**src/design/stg_pkg.sv**
```systemverilog
// package of constants and types for the sdi test signal generator
package stg_pkg;
  // register word indices, byte address is four times the index
  localparam logic [3:0] STG_REG_CTRL = 4'h0;
  localparam logic [3:0] STG_REG_TIMING = 4'h1;
  localparam logic [3:0] STG_REG_OFFSET = 4'h2;
  localparam logic [3:0] STG_REG_AVD = 4'h3;
  localparam logic [3:0] STG_REG_CLIP = 4'h4;
  localparam logic [3:0] STG_REG_STATUS = 4'h5;
  localparam logic [3:0] STG_REG_MISC = 4'h6;
  localparam logic [3:0] STG_REG_COLOR = 4'h7;
  // control field positions
  localparam int STG_CTRL_PAT = 0;
  localparam int STG_CTRL_DUAL = 3;
  localparam int STG_CTRL_STD = 4;
  localparam int STG_CTRL_EDH = 6;
  localparam int STG_CTRL_ERR = 7;
  localparam int STG_CTRL_SWL = 8;
  localparam int STG_CTRL_PID = 9;
  localparam int STG_CTRL_IDENT = 12;
  localparam int STG_CTRL_BOX = 13;
  localparam int STG_CTRL_SRC = 14;
  localparam int STG_CTRL_REL = 16;
  // reset values
  localparam logic [11:0] STG_RST_H_TOTAL = 12'h898;
  localparam logic [11:0] STG_RST_V_TOTAL = 12'h465;
  localparam logic [11:0] STG_RST_SW_LINE = 12'h007;
  localparam logic [3:0] STG_RST_RATIO = 4'h1;
  // stress pattern figures and last bit of a serial word
  localparam logic [4:0] STG_EQ_ZEROS = 5'h13;
  localparam logic [1:0] STG_PLL_RUN = 2'h2;
  localparam logic [3:0] STG_WORD_LAST = 4'h9;
  // fixed lines for packets, checksum error line in hd
  localparam logic [11:0] STG_EDH_LINE = 12'h009;
  localparam logic [11:0] STG_PID_LINE = 12'h00A;
  localparam logic [11:0] STG_HD_ERR_LINE = 12'h001;
  // a/v delay animation length in frames and pulse centre
  localparam logic [7:0] STG_AVD_PERIOD = 8'h32;
  localparam logic [7:0] STG_AVD_CENTER = 8'h19;
  // ident box corner and size
  localparam logic [11:0] STG_IDENT_X = 12'h040;
  localparam logic [11:0] STG_IDENT_Y = 12'h020;
  localparam logic [11:0] STG_IDENT_W = 12'h100;
  localparam logic [11:0] STG_IDENT_H = 12'h040;
  localparam logic [9:0] STG_IDENT_WORD = 10'h3AC;
  localparam logic [9:0] STG_BOX_WORD = 10'h200;

  typedef enum logic [2:0] {
    STG_PAT_BARS, STG_PAT_EQ, STG_PAT_PLL, STG_PAT_CHECK,
    STG_PAT_FIELD, STG_PAT_ZONE, STG_PAT_CLIP, STG_PAT_RAMP
  } stg_pat_t;
  typedef enum logic [1:0] {STG_STD_SD, STG_STD_HD, STG_STD_3G, STG_STD_RSV} stg_std_t;
  typedef enum logic [1:0] {STG_SRC_REF, STG_SRC_VID, STG_SRC_FREE, STG_SRC_OFF} stg_src_t;
  typedef enum logic [1:0] {STG_CMD_BACK, STG_CMD_STOP, STG_CMD_FWD, STG_CMD_PLAY} stg_cmd_t;
endpackage

```
**src/design/stg_gen.sv**
```systemverilog
// sdi test signal generator: timing, patterns, checksums, overlays, a/v delay, clip playout
// Behaviour
// RULE1 - equalizer stress: nineteen zero bits then one one bit, repeated
// RULE2 - lock-loop stress: two ones then two zeros, repeated throughout
// RULE3 - combined stress: equalizer content upper half, lock-loop content lower half
// RULE4 - combined stress in dual-stream mode forces both streams to carry it
// RULE5 - other pattern selection cancels force, except solid field and zone plate
// RULE6 - sd checksum packet insertion switchable; hd line checksum always on
// RULE7 - sd: one packet per field, every value corrupted when errors on
// RULE8 - hd: checksum every line, only line 1 corrupted when errors on
// RULE9 - optional: corrupt only field 1 switching line, not sd packets
// RULE10 - payload id enable held separately for sd, hd and 3g
// RULE11 - ident overlay never drawn over zone plate or solid field
// RULE12 - audio pulse offset from animation by signed whole frames
// RULE13 - delay pulse insertable on any of sixteen audio channels together
// RULE14 - clip playout takes format and rate from the clip
// RULE15 - clip transport: step back, stop, step forward, looped play
// RULE16 - clip sent with its audio and payload identifier
// RULE17 - box and ident overlays off while a clip is selected
// RULE18 - equal frame rates: exact horizontal and vertical lock
// RULE19 - integer related rates: exact lock on every n-th reference frame
// RULE20 - unrelated rates: static lock, phase may differ per lock
// RULE21 - timing source: sync reference, video input or free run
// RULE22 - output timing shifted from reference by line and pixel counts
// RULE23 - corrupted checksum has its lowest bit inverted, never matching
`timescale 1ns/1ps
module stg_gen
  import stg_pkg::*;
#(
  parameter int CLK_MHZ = 250
) (
  input wire logic clk_sys,
  input wire logic rst,
  input wire logic [3:0] reg_addr,
  input wire logic [31:0] reg_wdata,
  input wire logic reg_wr,
  input wire logic reg_rd,
  output logic [31:0] reg_rdata,
  input wire logic ref_sync,
  input wire logic vid_sync,
  input wire logic [9:0] clip_word,
  input wire logic [11:0] clip_h_total,
  input wire logic [11:0] clip_v_total,
  input wire logic [1:0] clip_std,
  input wire logic [7:0] clip_len,
  input wire logic [9:0] clip_pid,
  input wire logic [15:0] clip_audio,
  output logic [7:0] clip_frame,
  output logic ser_a,
  output logic ser_b,
  output logic [9:0] word_a,
  output logic [15:0] audio_pulse,
  output logic [15:0] audio_out
);

  // ------------------------------------------------------------
  // parameter check
  // ------------------------------------------------------------
  if (CLK_MHZ < 1) begin : g_bad_clk
    $error("stg_gen: CLK_MHZ must be positive");
  end

  // ------------------------------------------------------------
  // state
  // ------------------------------------------------------------
  typedef struct packed {
    stg_pat_t pat;
    logic forced;
    logic dual;
    stg_std_t std;
    logic edh_en;
    logic err_en;
    logic swl_mode;
    logic [2:0] pid_en;
    logic ident_en;
    logic box_en;
    stg_src_t src;
    logic related;
    logic [11:0] h_total;
    logic [11:0] v_total;
    logic [11:0] pix_off;
    logic [11:0] line_off;
    logic [7:0] avd_delay;
    logic [15:0] avd_mask;
    logic [11:0] sw_line;
    logic [9:0] pid_word;
    logic [3:0] ratio;
    logic [9:0] color;
    logic [11:0] x;
    logic [11:0] y;
    logic [7:0] fcnt;
    logic [3:0] ref_cnt;
    logic locked;
    logic [3:0] bitc;
    logic [9:0] sh;
    logic [4:0] run;
    logic [1:0] pll;
    logic [9:0] csum;
    logic [9:0] word;
    logic ser_a;
    logic ser_b;
    logic [15:0] aud;
    logic [15:0] aud_emb;
    logic [31:0] rdata;
    logic [7:0] clip_idx;
    logic clip_play;
  } stg_state_t;

  stg_state_t s;
  stg_state_t next_s;

  // ------------------------------------------------------------
  // combinational helpers
  // ------------------------------------------------------------
  logic clip_on;
  logic [11:0] h_tot;
  logic [11:0] v_tot;
  stg_std_t std_act;
  logic pix_tick;
  logic line_end;
  logic frame_end;
  logic sync_sel;
  logic [16:0] zone;
  logic [9:0] pix_word;
  logic in_ident;
  logic on_edge;
  logic sd_packet_line;
  logic csum_ins;
  logic csum_bad;
  logic pid_ins;
  logic [8:0] avd_pos;
  logic [8:0] avd_wrap;
  logic eq_bit;
  logic pll_bit;
  logic chk_bit;
  logic [1:0] std_idx;
  stg_pat_t wr_pat;

  assign clip_on = (s.pat == STG_PAT_CLIP);
  // clip playout follows the clip's own raster and standard
  assign h_tot = clip_on ? clip_h_total : s.h_total; // RULE14
  assign v_tot = clip_on ? clip_v_total : s.v_total; // RULE14
  assign std_act = clip_on ? stg_std_t'(clip_std) : s.std; // RULE14
  assign pix_tick = (s.bitc == STG_WORD_LAST);
  assign line_end = pix_tick && (s.x == h_tot - 12'h001);
  assign frame_end = line_end && (s.y == v_tot - 12'h001);
  // a source of free run never realigns the raster
  assign sync_sel = (s.src == STG_SRC_REF) ? ref_sync : ((s.src == STG_SRC_VID) ? vid_sync : 1'b0); // RULE21
  assign wr_pat = stg_pat_t'(reg_wdata[STG_CTRL_PAT +: 3]);
  assign std_idx = (std_act == STG_STD_RSV) ? 2'h2 : std_act;

  // pixel content before overlays and ancillary data
  always_comb begin
    zone = {9'h000, s.x[7:0]} * {9'h000, s.x[7:0]} + {9'h000, s.y[7:0]} * {9'h000, s.y[7:0]}
           + {9'h000, s.fcnt};
    unique case (s.pat)
      STG_PAT_BARS: pix_word = {s.x[9:7], 7'h40};
      STG_PAT_FIELD: pix_word = s.color;
      STG_PAT_ZONE: pix_word = zone[15:6];
      STG_PAT_CLIP: pix_word = clip_word;
      STG_PAT_RAMP: pix_word = s.x[9:0];
      default: pix_word = 10'h200;
    endcase
  end

  // overlays are suppressed over zone plate, solid field and clips
  assign in_ident = (s.x >= STG_IDENT_X) && (s.x < STG_IDENT_X + STG_IDENT_W)
                    && (s.y >= STG_IDENT_Y) && (s.y < STG_IDENT_Y + STG_IDENT_H);
  assign on_edge = in_ident && ((s.x == STG_IDENT_X) || (s.y == STG_IDENT_Y));

  // checksum slot is the last word of a line
  assign sd_packet_line = (s.y == STG_EDH_LINE) || (s.y == STG_EDH_LINE + (v_tot >> 1));
  always_comb begin
    if (std_act == STG_STD_SD) begin
      csum_ins = s.edh_en && sd_packet_line; // RULE6 RULE7
      csum_bad = s.err_en; // RULE7
    end else begin
      csum_ins = 1'b1; // RULE6 RULE8
      if (s.swl_mode) begin
        csum_bad = s.err_en && (s.y == s.sw_line); // RULE9
      end else begin
        csum_bad = s.err_en && (s.y == STG_HD_ERR_LINE); // RULE8
      end
    end
  end
  assign pid_ins = s.pid_en[std_idx] && (s.y == STG_PID_LINE) && (s.x == 12'h000); // RULE10

  // pulse frame = centre plus signed delay, wrapped into the animation
  assign avd_pos = {1'b0, STG_AVD_CENTER} + {s.avd_delay[7], s.avd_delay}; // RULE12
  always_comb begin
    if (avd_pos[8]) begin
      avd_wrap = avd_pos + {1'b0, STG_AVD_PERIOD};
    end else if (avd_pos >= {1'b0, STG_AVD_PERIOD}) begin
      avd_wrap = avd_pos - {1'b0, STG_AVD_PERIOD};
    end else begin
      avd_wrap = avd_pos;
    end
  end

  // stress bits run straight onto the link, no word framing
  assign eq_bit = (s.run == STG_EQ_ZEROS); // RULE1
  assign pll_bit = (s.pll < STG_PLL_RUN); // RULE2
  assign chk_bit = (s.y < (v_tot >> 1)) ? eq_bit : pll_bit; // RULE3

  // ------------------------------------------------------------
  // next state
  // ------------------------------------------------------------
  always_comb begin
    next_s = s;
    next_s.rdata = 32'h0000_0000;

    // register writes
    if (reg_wr) begin
      unique case (reg_addr)
        STG_REG_CTRL: begin
          next_s.pat = wr_pat;
          next_s.dual = reg_wdata[STG_CTRL_DUAL];
          next_s.std = stg_std_t'(reg_wdata[STG_CTRL_STD +: 2]);
          next_s.edh_en = reg_wdata[STG_CTRL_EDH];
          next_s.err_en = reg_wdata[STG_CTRL_ERR];
          next_s.swl_mode = reg_wdata[STG_CTRL_SWL];
          next_s.pid_en = reg_wdata[STG_CTRL_PID +: 3];
          next_s.ident_en = reg_wdata[STG_CTRL_IDENT];
          next_s.box_en = reg_wdata[STG_CTRL_BOX];
          next_s.related = reg_wdata[STG_CTRL_REL];
          if (stg_src_t'(reg_wdata[STG_CTRL_SRC +: 2]) != s.src) begin
            next_s.locked = 1'b0; // new source takes a fresh lock
          end
          next_s.src = stg_src_t'(reg_wdata[STG_CTRL_SRC +: 2]);
          // the force survives field and zone plate choices only
          if (wr_pat == STG_PAT_CHECK && reg_wdata[STG_CTRL_DUAL]) begin
            next_s.forced = 1'b1; // RULE4
          end else if (wr_pat != STG_PAT_FIELD && wr_pat != STG_PAT_ZONE) begin
            next_s.forced = 1'b0; // RULE5
          end
        end
        STG_REG_TIMING: begin
          next_s.h_total = reg_wdata[11:0];
          next_s.v_total = reg_wdata[27:16];
        end
        STG_REG_OFFSET: begin
          next_s.pix_off = reg_wdata[11:0]; // RULE22
          next_s.line_off = reg_wdata[27:16]; // RULE22
        end
        STG_REG_AVD: begin
          next_s.avd_delay = reg_wdata[7:0];
          next_s.avd_mask = reg_wdata[23:8]; // RULE13
        end
        STG_REG_MISC: begin
          next_s.sw_line = reg_wdata[11:0];
          next_s.pid_word = reg_wdata[21:12];
          next_s.ratio = (reg_wdata[25:22] == 4'h0) ? 4'h1 : reg_wdata[25:22];
        end
        STG_REG_COLOR: next_s.color = reg_wdata[9:0];
        default: ;
      endcase
    end

    // register reads, answered in the next cycle
    if (reg_rd) begin
      unique case (reg_addr)
        STG_REG_CTRL: next_s.rdata = {15'h0000, s.related, s.src, s.box_en, s.ident_en, s.pid_en, s.swl_mode,
                                      s.err_en, s.edh_en, s.std, s.dual, s.pat};
        STG_REG_TIMING: next_s.rdata = {4'h0, s.v_total, 4'h0, s.h_total};
        STG_REG_OFFSET: next_s.rdata = {4'h0, s.line_off, 4'h0, s.pix_off};
        STG_REG_AVD: next_s.rdata = {8'h00, s.avd_mask, s.avd_delay};
        STG_REG_CLIP: next_s.rdata = {23'h000000, s.clip_play, s.clip_idx};
        STG_REG_STATUS: next_s.rdata = {2'h0, s.forced, s.locked, s.fcnt, 8'h00, s.y};
        STG_REG_MISC: next_s.rdata = {6'h00, s.ratio, s.pid_word, s.sw_line};
        STG_REG_COLOR: next_s.rdata = {22'h000000, s.color};
        default: next_s.rdata = 32'h0000_0000;
      endcase
    end

    // clip transport commands
    if (reg_wr && reg_addr == STG_REG_CLIP) begin
      unique case (stg_cmd_t'(reg_wdata[1:0]))
        STG_CMD_BACK: begin
          next_s.clip_play = 1'b0;
          next_s.clip_idx = (s.clip_idx == 8'h00) ? clip_len - 8'h01 : s.clip_idx - 8'h01; // RULE15
        end
        STG_CMD_STOP: next_s.clip_play = 1'b0; // RULE15
        STG_CMD_FWD: begin
          next_s.clip_play = 1'b0;
          next_s.clip_idx = (s.clip_idx + 8'h01 >= clip_len) ? 8'h00 : s.clip_idx + 8'h01; // RULE15
        end
        STG_CMD_PLAY: next_s.clip_play = 1'b1; // RULE15
      endcase
    end else if (frame_end && s.clip_play && clip_on) begin
      next_s.clip_idx = (s.clip_idx + 8'h01 >= clip_len) ? 8'h00 : s.clip_idx + 8'h01; // RULE15
    end

    // word serialiser: new word loaded on the last bit of the previous one
    next_s.bitc = pix_tick ? 4'h0 : s.bitc + 4'h1;
    next_s.sh = {1'b0, s.sh[9:1]};

    // raster counters
    if (pix_tick) begin
      if (line_end) begin
        next_s.x = 12'h000;
        next_s.y = (s.y == v_tot - 12'h001) ? 12'h000 : s.y + 12'h001;
      end else begin
        next_s.x = s.x + 12'h001;
      end
      if (frame_end) begin
        next_s.fcnt = (s.fcnt == STG_AVD_PERIOD - 8'h01) ? 8'h00 : s.fcnt + 8'h01;
      end

      // word content with ancillary data and overlays
      next_s.word = pix_word;
      if (!clip_on && !(s.pat == STG_PAT_ZONE || s.pat == STG_PAT_FIELD)) begin // RULE11 RULE17
        if (s.box_en && on_edge) begin
          next_s.word = STG_BOX_WORD;
        end else if (s.ident_en && in_ident) begin
          next_s.word = STG_IDENT_WORD;
        end
      end
      if (pid_ins) begin
        next_s.word = clip_on ? clip_pid : s.pid_word; // RULE10 RULE16
      end
      if (line_end && csum_ins) begin
        next_s.word = {s.csum[9:1], s.csum[0] ^ csum_bad}; // RULE23
        next_s.csum = 10'h000;
      end else begin
        next_s.csum = line_end ? 10'h000 : {s.csum[8:0], s.csum[9]} ^ pix_word;
      end
      next_s.sh = next_s.word;
    end

    // lock: equal rates on every reference frame, related on every n-th, unrelated once
    if (sync_sel) begin
      next_s.ref_cnt = (s.ref_cnt + 4'h1 >= s.ratio) ? 4'h0 : s.ref_cnt + 4'h1;
      if ((s.related && s.ref_cnt == 4'h0) || !s.locked) begin // RULE18 RULE19 RULE20
        next_s.x = s.pix_off; // RULE22
        next_s.y = s.line_off; // RULE22
        next_s.bitc = 4'h0;
        next_s.locked = 1'b1;
        next_s.ref_cnt = (s.ratio == 4'h1) ? 4'h0 : 4'h1;
      end
    end
    if (s.src == STG_SRC_FREE) begin
      next_s.locked = 1'b0;
    end

    // stress run counters
    next_s.run = (s.run == STG_EQ_ZEROS) ? 5'h00 : s.run + 5'h01;
    next_s.pll = s.pll + 2'h1;

    // serial outputs
    unique case (s.pat)
      STG_PAT_EQ: next_s.ser_a = eq_bit;
      STG_PAT_PLL: next_s.ser_a = pll_bit;
      STG_PAT_CHECK: next_s.ser_a = chk_bit;
      default: next_s.ser_a = s.sh[0];
    endcase
    // second stream copies the first unless the combined pattern is forced and dual-stream mode is on
    next_s.ser_b = (s.forced && s.dual) ? chk_bit : next_s.ser_a; // RULE4

    // a/v delay pulse held for its frame on the chosen channels
    next_s.aud = (s.fcnt == avd_wrap[7:0]) ? s.avd_mask : 16'h0000; // RULE12 RULE13
    next_s.aud_emb = clip_on ? clip_audio : next_s.aud; // RULE16
  end

  // ------------------------------------------------------------
  // state register
  // ------------------------------------------------------------
  always_ff @(posedge clk_sys or posedge rst) begin
    if (rst) begin
      s <= '0;
      s.h_total <= STG_RST_H_TOTAL;
      s.v_total <= STG_RST_V_TOTAL;
      s.sw_line <= STG_RST_SW_LINE;
      s.ratio <= STG_RST_RATIO;
      s.std <= STG_STD_HD;
      s.src <= STG_SRC_FREE;
    end else begin
      s <= next_s;
    end
  end

  assign reg_rdata = s.rdata;
  assign clip_frame = s.clip_idx;
  assign ser_a = s.ser_a;
  assign ser_b = s.ser_b;
  assign word_a = s.word;
  assign audio_pulse = s.aud;
  assign audio_out = s.aud_emb;

endmodule

```
**config.mk**
```make
export PLATFORM = sky130hd
export DESIGN_NAME = stg_gen
export DESIGN_NICKNAME = d
export VERILOG_FILES = /design/src/design/stg_pkg.sv /design/src/design/stg_gen.sv
export SDC_FILE = /design/constraint.sdc
export NUM_CORES = 1
export LEC_CHECK = 0
export BUFFER_PORTS_ARGS = -buffer_cell sky130_fd_sc_hd__buf_2
export CAP_MARGIN = 20
export CORE_MARGIN = 2
export CORE_UTILIZATION = 57
export DETAILED_ROUTE_END_ITERATION = 10
export PLACE_DENSITY = 0.77
export SLEW_MARGIN = 40
export SYNTH_ARGS = -nofsm -noshare
export SYNTH_HDL_FRONTEND = slang
export SYNTH_SLANG_ARGS = --single-unit
```
**constraint.sdc**
```tcl
create_clock -name clk_sys -period 13.8 [get_ports clk_sys]
set_clock_uncertainty 0.2 [all_clocks]
set_input_delay 3.45 -clock clk_sys [delete_from_list [all_inputs] [get_ports clk_sys]]
set_output_delay 3.45 -clock clk_sys [all_outputs]
set_load 0.01 [all_outputs]
```
==> run_results.csv, run 1 <==
group,metric,value,unit
die,die-area,38600,sq um
cells_and_area,num-nets-final,2546,
synth,synth_mux_area_frac,0.0965,
placement,gp_congestion,0.960,
synth,synth_area_leaders,"dfrtp_1 31%, fa_1 7.8%, mux2_2 7.0%, ha_1 6.0%, xnor2_1 3.7%",
timing,fin_crit,7.77,ns
detailed_routing,first_pass_iters,6,
synth,synth-xor-area-share,0.0529,
global_route,antenna_found_initial,3,
global_route,top_usage_layer,"met2",
synth,synth_top_family_by_area,"compound AO/OA/AOI/OAI gates",
die,start_util,0.578,
synth,async_reset_ff_frac,1.00,
synth,yosysTopAreaCellShare,0.311,
placement,pre_cts_slack,6.17,ns
synth,postSynthCellCount,2214,
clock_network,cts.sinks,277,
global_route,first_global_vias,17513,
worst_setup_path,crit_path_end_kind,"flop",
worst_setup_path,crit_fanout,15,
synth,synth_warnings,0,
cells_and_area,layout-drive-gt1-share,0.213,
hold_path,hold_class,"reg -> reg",
die,coreArea,36500,sq um
synth,netlist_area,21100,sq um
timing,slew_viol_final,0,
global_route,met2_usage,0.529,
synth,ys_types,87,
synth,synth-seq-area-share,0.329,
timing,fin_hold_ws,0.249,ns
placement,portBuffers,189,
run,maxCapViolCount,0,
clock_network,cts_hold_buf,0,
synth,synth_compound_area_frac,0.158,
clock_network,clock-root-buffer,"clkbuf_16",
worst_setup_path,critPathRequiredTime,14.03,ns
detailed_routing,via_count,17755,
global_route,grt_overflow_total,0,
die,num_io_pins,196,
global_route,grt_max_degree,103,
timing,finalHoldViolations,0,
synth,synth_most_common_cell,"dfrtp_1",
clock_network,path_clk_slew,0.06,ns
detailed_routing,wl_per_cell,23.8,um
clock_network,htreeDepth,1,
placement,dp_cells,2689,
synth,synth_simple_gate_area_frac,0.140,
detailed_routing,initialDrtViolationCount,1811,
clock_network,clock_latency,0.56,ns
global_route,grt_pass1_wl,100000,um
detailed_routing,drcViolationCount,0,
synth,synth_top_flop_cell,"dfrtp_1",
synth,post-synth-top-area-cell,"dfrtp_1",
clock_network,cts.path.max_buffers,3,
worst_setup_path,worstSetupPathType,"reg -> reg",
synth,syn_avg_cell_area,9.54,sq um
placement,dp_hpwl,48900,um
worst_setup_path,cp.arrival,8.00,ns
synth,synth_edf_count,0,
die,die_h,196,um
detailed_routing,routed_wl,65300,um
clock_network,cts_resized,0,
cells_and_area,stdcell_count,2741,
timing,setup_tns,0,ns
clock_network,cts_made_buffers,28,
timing,setup_viol,0,
synth,synth_adder_area_share,0.138,
timing,fin_ws,6.03,ns
synth,ys_ff_latch,277,
worst_setup_path,cp-start-kind,"flop",
die,rows,70,
timing,grt_setup_unrepaired,"no",
global_route,use_met1,0.454,
synth,ys_top_cells_by_count,"262 x dfrtp_1, 166 x inv_1, 157 x nand2_1",
clock_network,cts_setup_buffers,0,
detailed_routing,ant_nets,0,
run_status,outcome,"finished clean",
timing,relSlewSlack,0.410,
timing,max_freq,0.129,GHz
timing,tightest_slew,0.878,ns
die,die_x,196,um
detailed_routing,vias_per_cell,6.48,
cells_and_area,area_growth,8.04,%
global_route,grt_use_total,0.336,
timing,finalCritPeriodShare,0.563,
global_route,use_met3,0.0637,
clock_network,cts_tree,"yes",
worst max-delay path, cell delays in order, from the launching register on:
cell,delay (ns)
dfrtp_1,0.82
clkinv_1,0.60
nor2_1,0.35
fa_1,0.50
fa_1,0.54
fa_1,0.47
fa_1,0.52
fa_1,0.55
inv_1,0.06
fa_1,0.55
inv_1,0.05
ha_1,0.33
and2_1,0.21
o2111ai_1,0.16
o21ai_0,0.47
a2111oi_0,0.24
nor3_1,0.40
nor2_1,0.08
o21ai_0,0.16
a21oi_1,0.08
a221o_1,0.30
per-layer routing:
layer	routed length (um)	vias up
met4	3410	2
met2	29600	989
li1	-	7813
met5	16	-
met3	6620	208
met1	25700	8743
cells in the final DEF (no fill, tap or decap), drive strengths merged, types with 11 or more instances in the layout:
cell type    n
o21a        16
o21ai       94
o22ai       13
o31ai       22
buf        219
mux2i       45
dfrtp      262
nand4       13
nand2b      11
nand2      157
and2        58
fa          82
nor2       127
xor2        36
a22oi       71
xnor2       89
nor2b       18
a31oi       37
nor4        17
clkbuf      37
nor4b       11
a221o       12
and3        14
inv        167
a211oi      14
nand3       50
dfstp       15
a31o        26
a21o        17
clkinv      15
a21oi       69
nor3        56
mux2       132
ha         101
layout make-up:
type	count	area, sq um
clock buffer	37	796
clock inverter	14	174
fill	2993	13700
tap	468	586
inverter	172	653
timing repair buffer	219	1210
sequential	277	6950
antenna	1	2.50
multi-input combinational	1553	12400
registers in the layout (all words and copies together), names as in the netlist:
name         flops
reg_rdata       30
audio_pulse     16
ser_b            1
ser_a            1
s              195
clip_frame       8
audio_out       16
word_a          10
logic make-up (layout without fill, tap and decap cells):
logic type / count (synthesis) / count (layout)
AOI/OAI and AO/OA: 477 / 477
adders and majority gates: 183 / 183
and+or+nand+nor: 586 / 586
DFF: 277 / 277
muxes: 179 / 179
buffers and inverters: 385 / 442
other: 1 / 3
xor gates and xnor gates: 126 / 126
metrics by stage:
stage,cell area (sq um),util
floorplan,21100,-
global placement,21800,0.596
detailed placement,21800,0.597
CTS,22800,0.624
global route,22800,0.624
finish,22800,0.624
final timing paths:
check / endpoint / cells after the start / from / slack (ns)
setup reg to reg: s[108]$_DFF_PP0_ / 20 / s[132]$_DFF_PP0_ / 6.03
max in group asynchronous: s[256]$_DFFE_PP1P_ / 4 / rst / 9.20
hold / removal: s[95]$_DFF_PP0_ / 1 / s[95]$_DFF_PP0_ / 0.25
hold reg to reg: s[95]$_DFF_PP0_ / 1 / s[95]$_DFF_PP0_ / 0.25
setup / recovery: s[108]$_DFF_PP0_ / 20 / s[132]$_DFF_PP0_ / 6.03
min in group asynchronous: s[97]$_DFF_PP0_ / 2 / rst / 2.83
Power of run 1 is not shown: default switching activity piles up to over one toggle a cycle in this logic, so the estimate is an artifact.
==> run 2, diff against run 1 <==
--- a/config.mk
+++ b/config.mk
@@ -5,6 +5,7 @@
 export SDC_FILE = /design/constraint.sdc
 export NUM_CORES = 1
 export LEC_CHECK = 0
+export ABC_AREA = 1
 export BUFFER_PORTS_ARGS = -buffer_cell sky130_fd_sc_hd__buf_2
 export CAP_MARGIN = 20
 export CORE_MARGIN = 2
==> constraint.sdc (replaced) <==
create_clock -name clk_sys -period 7.8 [get_ports clk_sys]
set_clock_uncertainty 0.2 [all_clocks]
set_input_delay 1.95 -clock clk_sys [delete_from_list [all_inputs] [get_ports clk_sys]]
set_output_delay 1.95 -clock clk_sys [all_outputs]
set_load 0.01 [all_outputs]
==> run 2 against run 1 <==
  * Synthesized cell count rose by 29%
  * Register-to-register slack got worse by 4.7 ns
  * Routed wire length rose by 10%
  * Clock-buffer cell count rose by 11
  * Design area rose by 1.2%
  * Largest cell class unchanged
==> run_results.csv, run 2 <==
group,metric,value,unit
run_status,outcome,"finished clean",
synth,synth_most_common_cell,"nand2_1",
clock_network,clock-root-buffer,"clkbuf_16",
synth,async_reset_ff_frac,1.00,
worst_setup_path,critPathRequiredTime,8.09,ns
timing,fin_crit,6.47,ns
die,die_x,197,um
die,coreArea,36600,sq um
worst_setup_path,crit_path_start,"s[145]$_DFF_PP0_",
timing,grt_setup_unrepaired,"no",
synth,ys_top_cells_by_count,"728 x nand2_1, 430 x inv_1, 262 x dfrtp_1",
global_route,first_global_vias,19353,
detailed_routing,via_count,20136,
synth,synth_compound_area_frac,0.117,
cells_and_area,num-nets-final,3227,
synth,synth-seq-area-share,0.328,
placement,dpl_cell_area,22000,sq um
synth,netlist_area,21200,sq um
synth,synth_area_leaders,"dfrtp_1 31%, nand2_1 13%, fa_1 7.7%, inv_1 7.6%, ha_1 6.0%",
synth,synth_top_family_by_area,"simple AND/OR/NAND/NOR gates",
placement,portBuffers,189,
worst_setup_path,worstSetupPathType,"reg -> reg",
timing,slew_viol_final,0,
worst_setup_path,crit_end,"word_a[8]$_DFFE_PP0N_",
synth,ys_ff_latch,277,
synth,yosysTopAreaCellShare,0.309,
worst_setup_path,timing.rr.end,"word_a[8]$_DFFE_PP0N_",
cells_and_area,area_growth,8.85,%
synth,post-synth-top-area-cell,"dfrtp_1",
global_route,antenna_found_initial,1,
global_route,grt_pass1_wl,110000,um
detailed_routing,routed_wl,72100,um
global_route,use_met3,0.0823,
synth,synth_mux_area_frac,0.000531,
synth,syn_avg_cell_area,7.42,sq um
clock_network,cts.path.max_buffers,3,
detailed_routing,initialDrtViolationCount,2228,
worst_setup_path,crit_fanout,14,
timing,finalCritPeriodShare,0.830,
clock_network,cts_tree,"yes",
worst_setup_path,cp-start-kind,"flop",
placement,dp_hpwl,55800,um
global_route,grt_use_total,0.375,
timing,setup_viol,0,
die,die_h,197,um
run,maxCapViolCount,0,
die,die-area,38800,sq um
worst_setup_path,cp.arrival,6.76,ns
die,num_io_pins,196,
worst_setup_path,worstRegToRegCells,21,
die,rows,70,
clock_network,cts_hold_buf,0,
synth,synth_edf_count,0,
synth,synth_simple_gate_area_frac,0.258,
timing,fin_ws,1.33,ns
worst_setup_path,crit_path_end_kind,"flop",
timing,relSlewSlack,0.389,
timing,max_freq,0.154,GHz
placement,pre_cts_slack,1.33,ns
cells_and_area,fill_cells,3278,
synth,postSynthCellCount,2857,
die,start_util,0.579,
cells_and_area,largest_reg_flops,195,
synth,synth_top_flop_cell,"dfrtp_1",
detailed_routing,vias_per_cell,5.88,
synth,synth_adder_area_share,0.137,
clock_network,cts.sinks,277,
worst_setup_path,r2r_start,"s[145]$_DFF_PP0_",
detailed_routing,ant_nets,0,
cells_and_area,layout-drive-gt1-share,0.124,
hold_path,hold_class,"reg -> reg",
clock_network,cts_made_buffers,30,
placement,gp_congestion,1.01,
clock_network,clock_latency,0.60,ns
timing,finalHoldViolations,0,
clock_network,htreeDepth,1,
detailed_routing,first_pass_iters,7,
synth,synth_warnings,0,
synth,synth-xor-area-share,0.0313,
global_route,met2_usage,0.594,
global_route,top_usage_layer,"met2",
synth,ys_types,56,
detailed_routing,drcViolationCount,0,
clock_network,cts_resized,0,
detailed_routing,wl_per_cell,21.0,um
timing,tightest_slew,0.909,ns
worst_setup_path,regToRegSetupSlack,1.33,ns
global_route,grt_max_degree,143,
clock_network,cts_setup_buffers,0,
timing,setup_tns,0,ns
cells_and_area,final_cell_mix,"727 x nand2_1, 428 x inv_1, 262 x dfrtp_1, 191 x o21ai_0, 189 x buf_2",
clock_network,path_clk_slew,0.06,ns
cells_and_area,top_register,"s",
global_route,use_met1,0.494,
cells_and_area,final_cell_area,23100,sq um
cells_and_area,final_common_cell,"nand2_1",
global_route,grt_overflow_total,0,
-- run 2: kinds of logic (layout without fill, tap and decap cells) --
logic type | Yosys count | after routing
buffers and inverters | 629 | 727
adder cells (fa/ha/maj) | 183 | 183
AND/OR/NAND/NOR | 1260 | 1260
XOR/XNOR | 75 | 75
flip-flops | 277 | 277
other | 1 | 3
multiplexers | 1 | 1
AO/OA/AOI/OAI | 431 | 431
-- run 2: critical path, stage by stage (launching register included) --
cell and delay, ns:
dfrtp_1 0.74, nand2_1 0.24, fa_1 0.55, fa_1 0.54, fa_1 0.53, inv_1 0.05
fa_1 0.48, fa_1 0.56, inv_1 0.06, fa_1 0.53, inv_1 0.07, ha_1 0.37
a21oi_1 0.24, o21ai_0 0.14, a211oi_1 0.35, nand3_1 0.11, nand3_1 0.17, nand3_1 0.09
a21oi_1 0.15, nand2_1 0.06, nand3_1 0.10, nand2_1 0.06
-- run 2: worst min path at each step --
| stage | cells past startpoint | startpoint | end |
|---|---|---|---|
| after CTS | 1 | s[95]$_DFF_PP0_ | s[95]$_DFF_PP0_ |
| after detailed placement | 2 | s[111]$_DFF_PP0_ | s[110]$_DFF_PP0_ |
| after global routing | 1 | s[95]$_DFF_PP0_ | s[95]$_DFF_PP0_ |
| after floorplan | 1 | s[95]$_DFF_PP0_ | s[95]$_DFF_PP0_ |
| final | 1 | s[95]$_DFF_PP0_ | s[95]$_DFF_PP0_ |
| after global placement | 1 | s[95]$_DFF_PP0_ | s[95]$_DFF_PP0_ |
-- run 2: through the flow --
stage,utilization,hold slack [ns],std cells
finish,0.631,0.247,3425
global route,0.631,0.259,3424
CTS,0.629,0.245,3423
detailed placement,0.600,0.232,3367
global placement,0.599,0.227,3366
floorplan,-,0.213,2858
-- run 2: area by class of cell --
type                            count  area [sq um]  area share
Multi-Input combinational cell   1952         11500       0.500
Sequential cell                   277          6950       0.301
Antenna cell                        1          2.50    0.000108
Timing Repair Buffer              221          1220      0.0529
Clock inverter                      8           150     0.00650
Tap cell                          468           586      0.0254
Clock buffer                       48           938      0.0406
Inverter                          450          1690      0.0733
-- run 2: routing by layer --
layer | part of all wire | vias to the layer above
met2 | 0.45 | 1066
met5 | 0 | -
li1 | - | 9237
met1 | 0.40 | 9616
met4 | 0.051 | 0
met3 | 0.098 | 217
Power of run 2 is left out for the same reason.
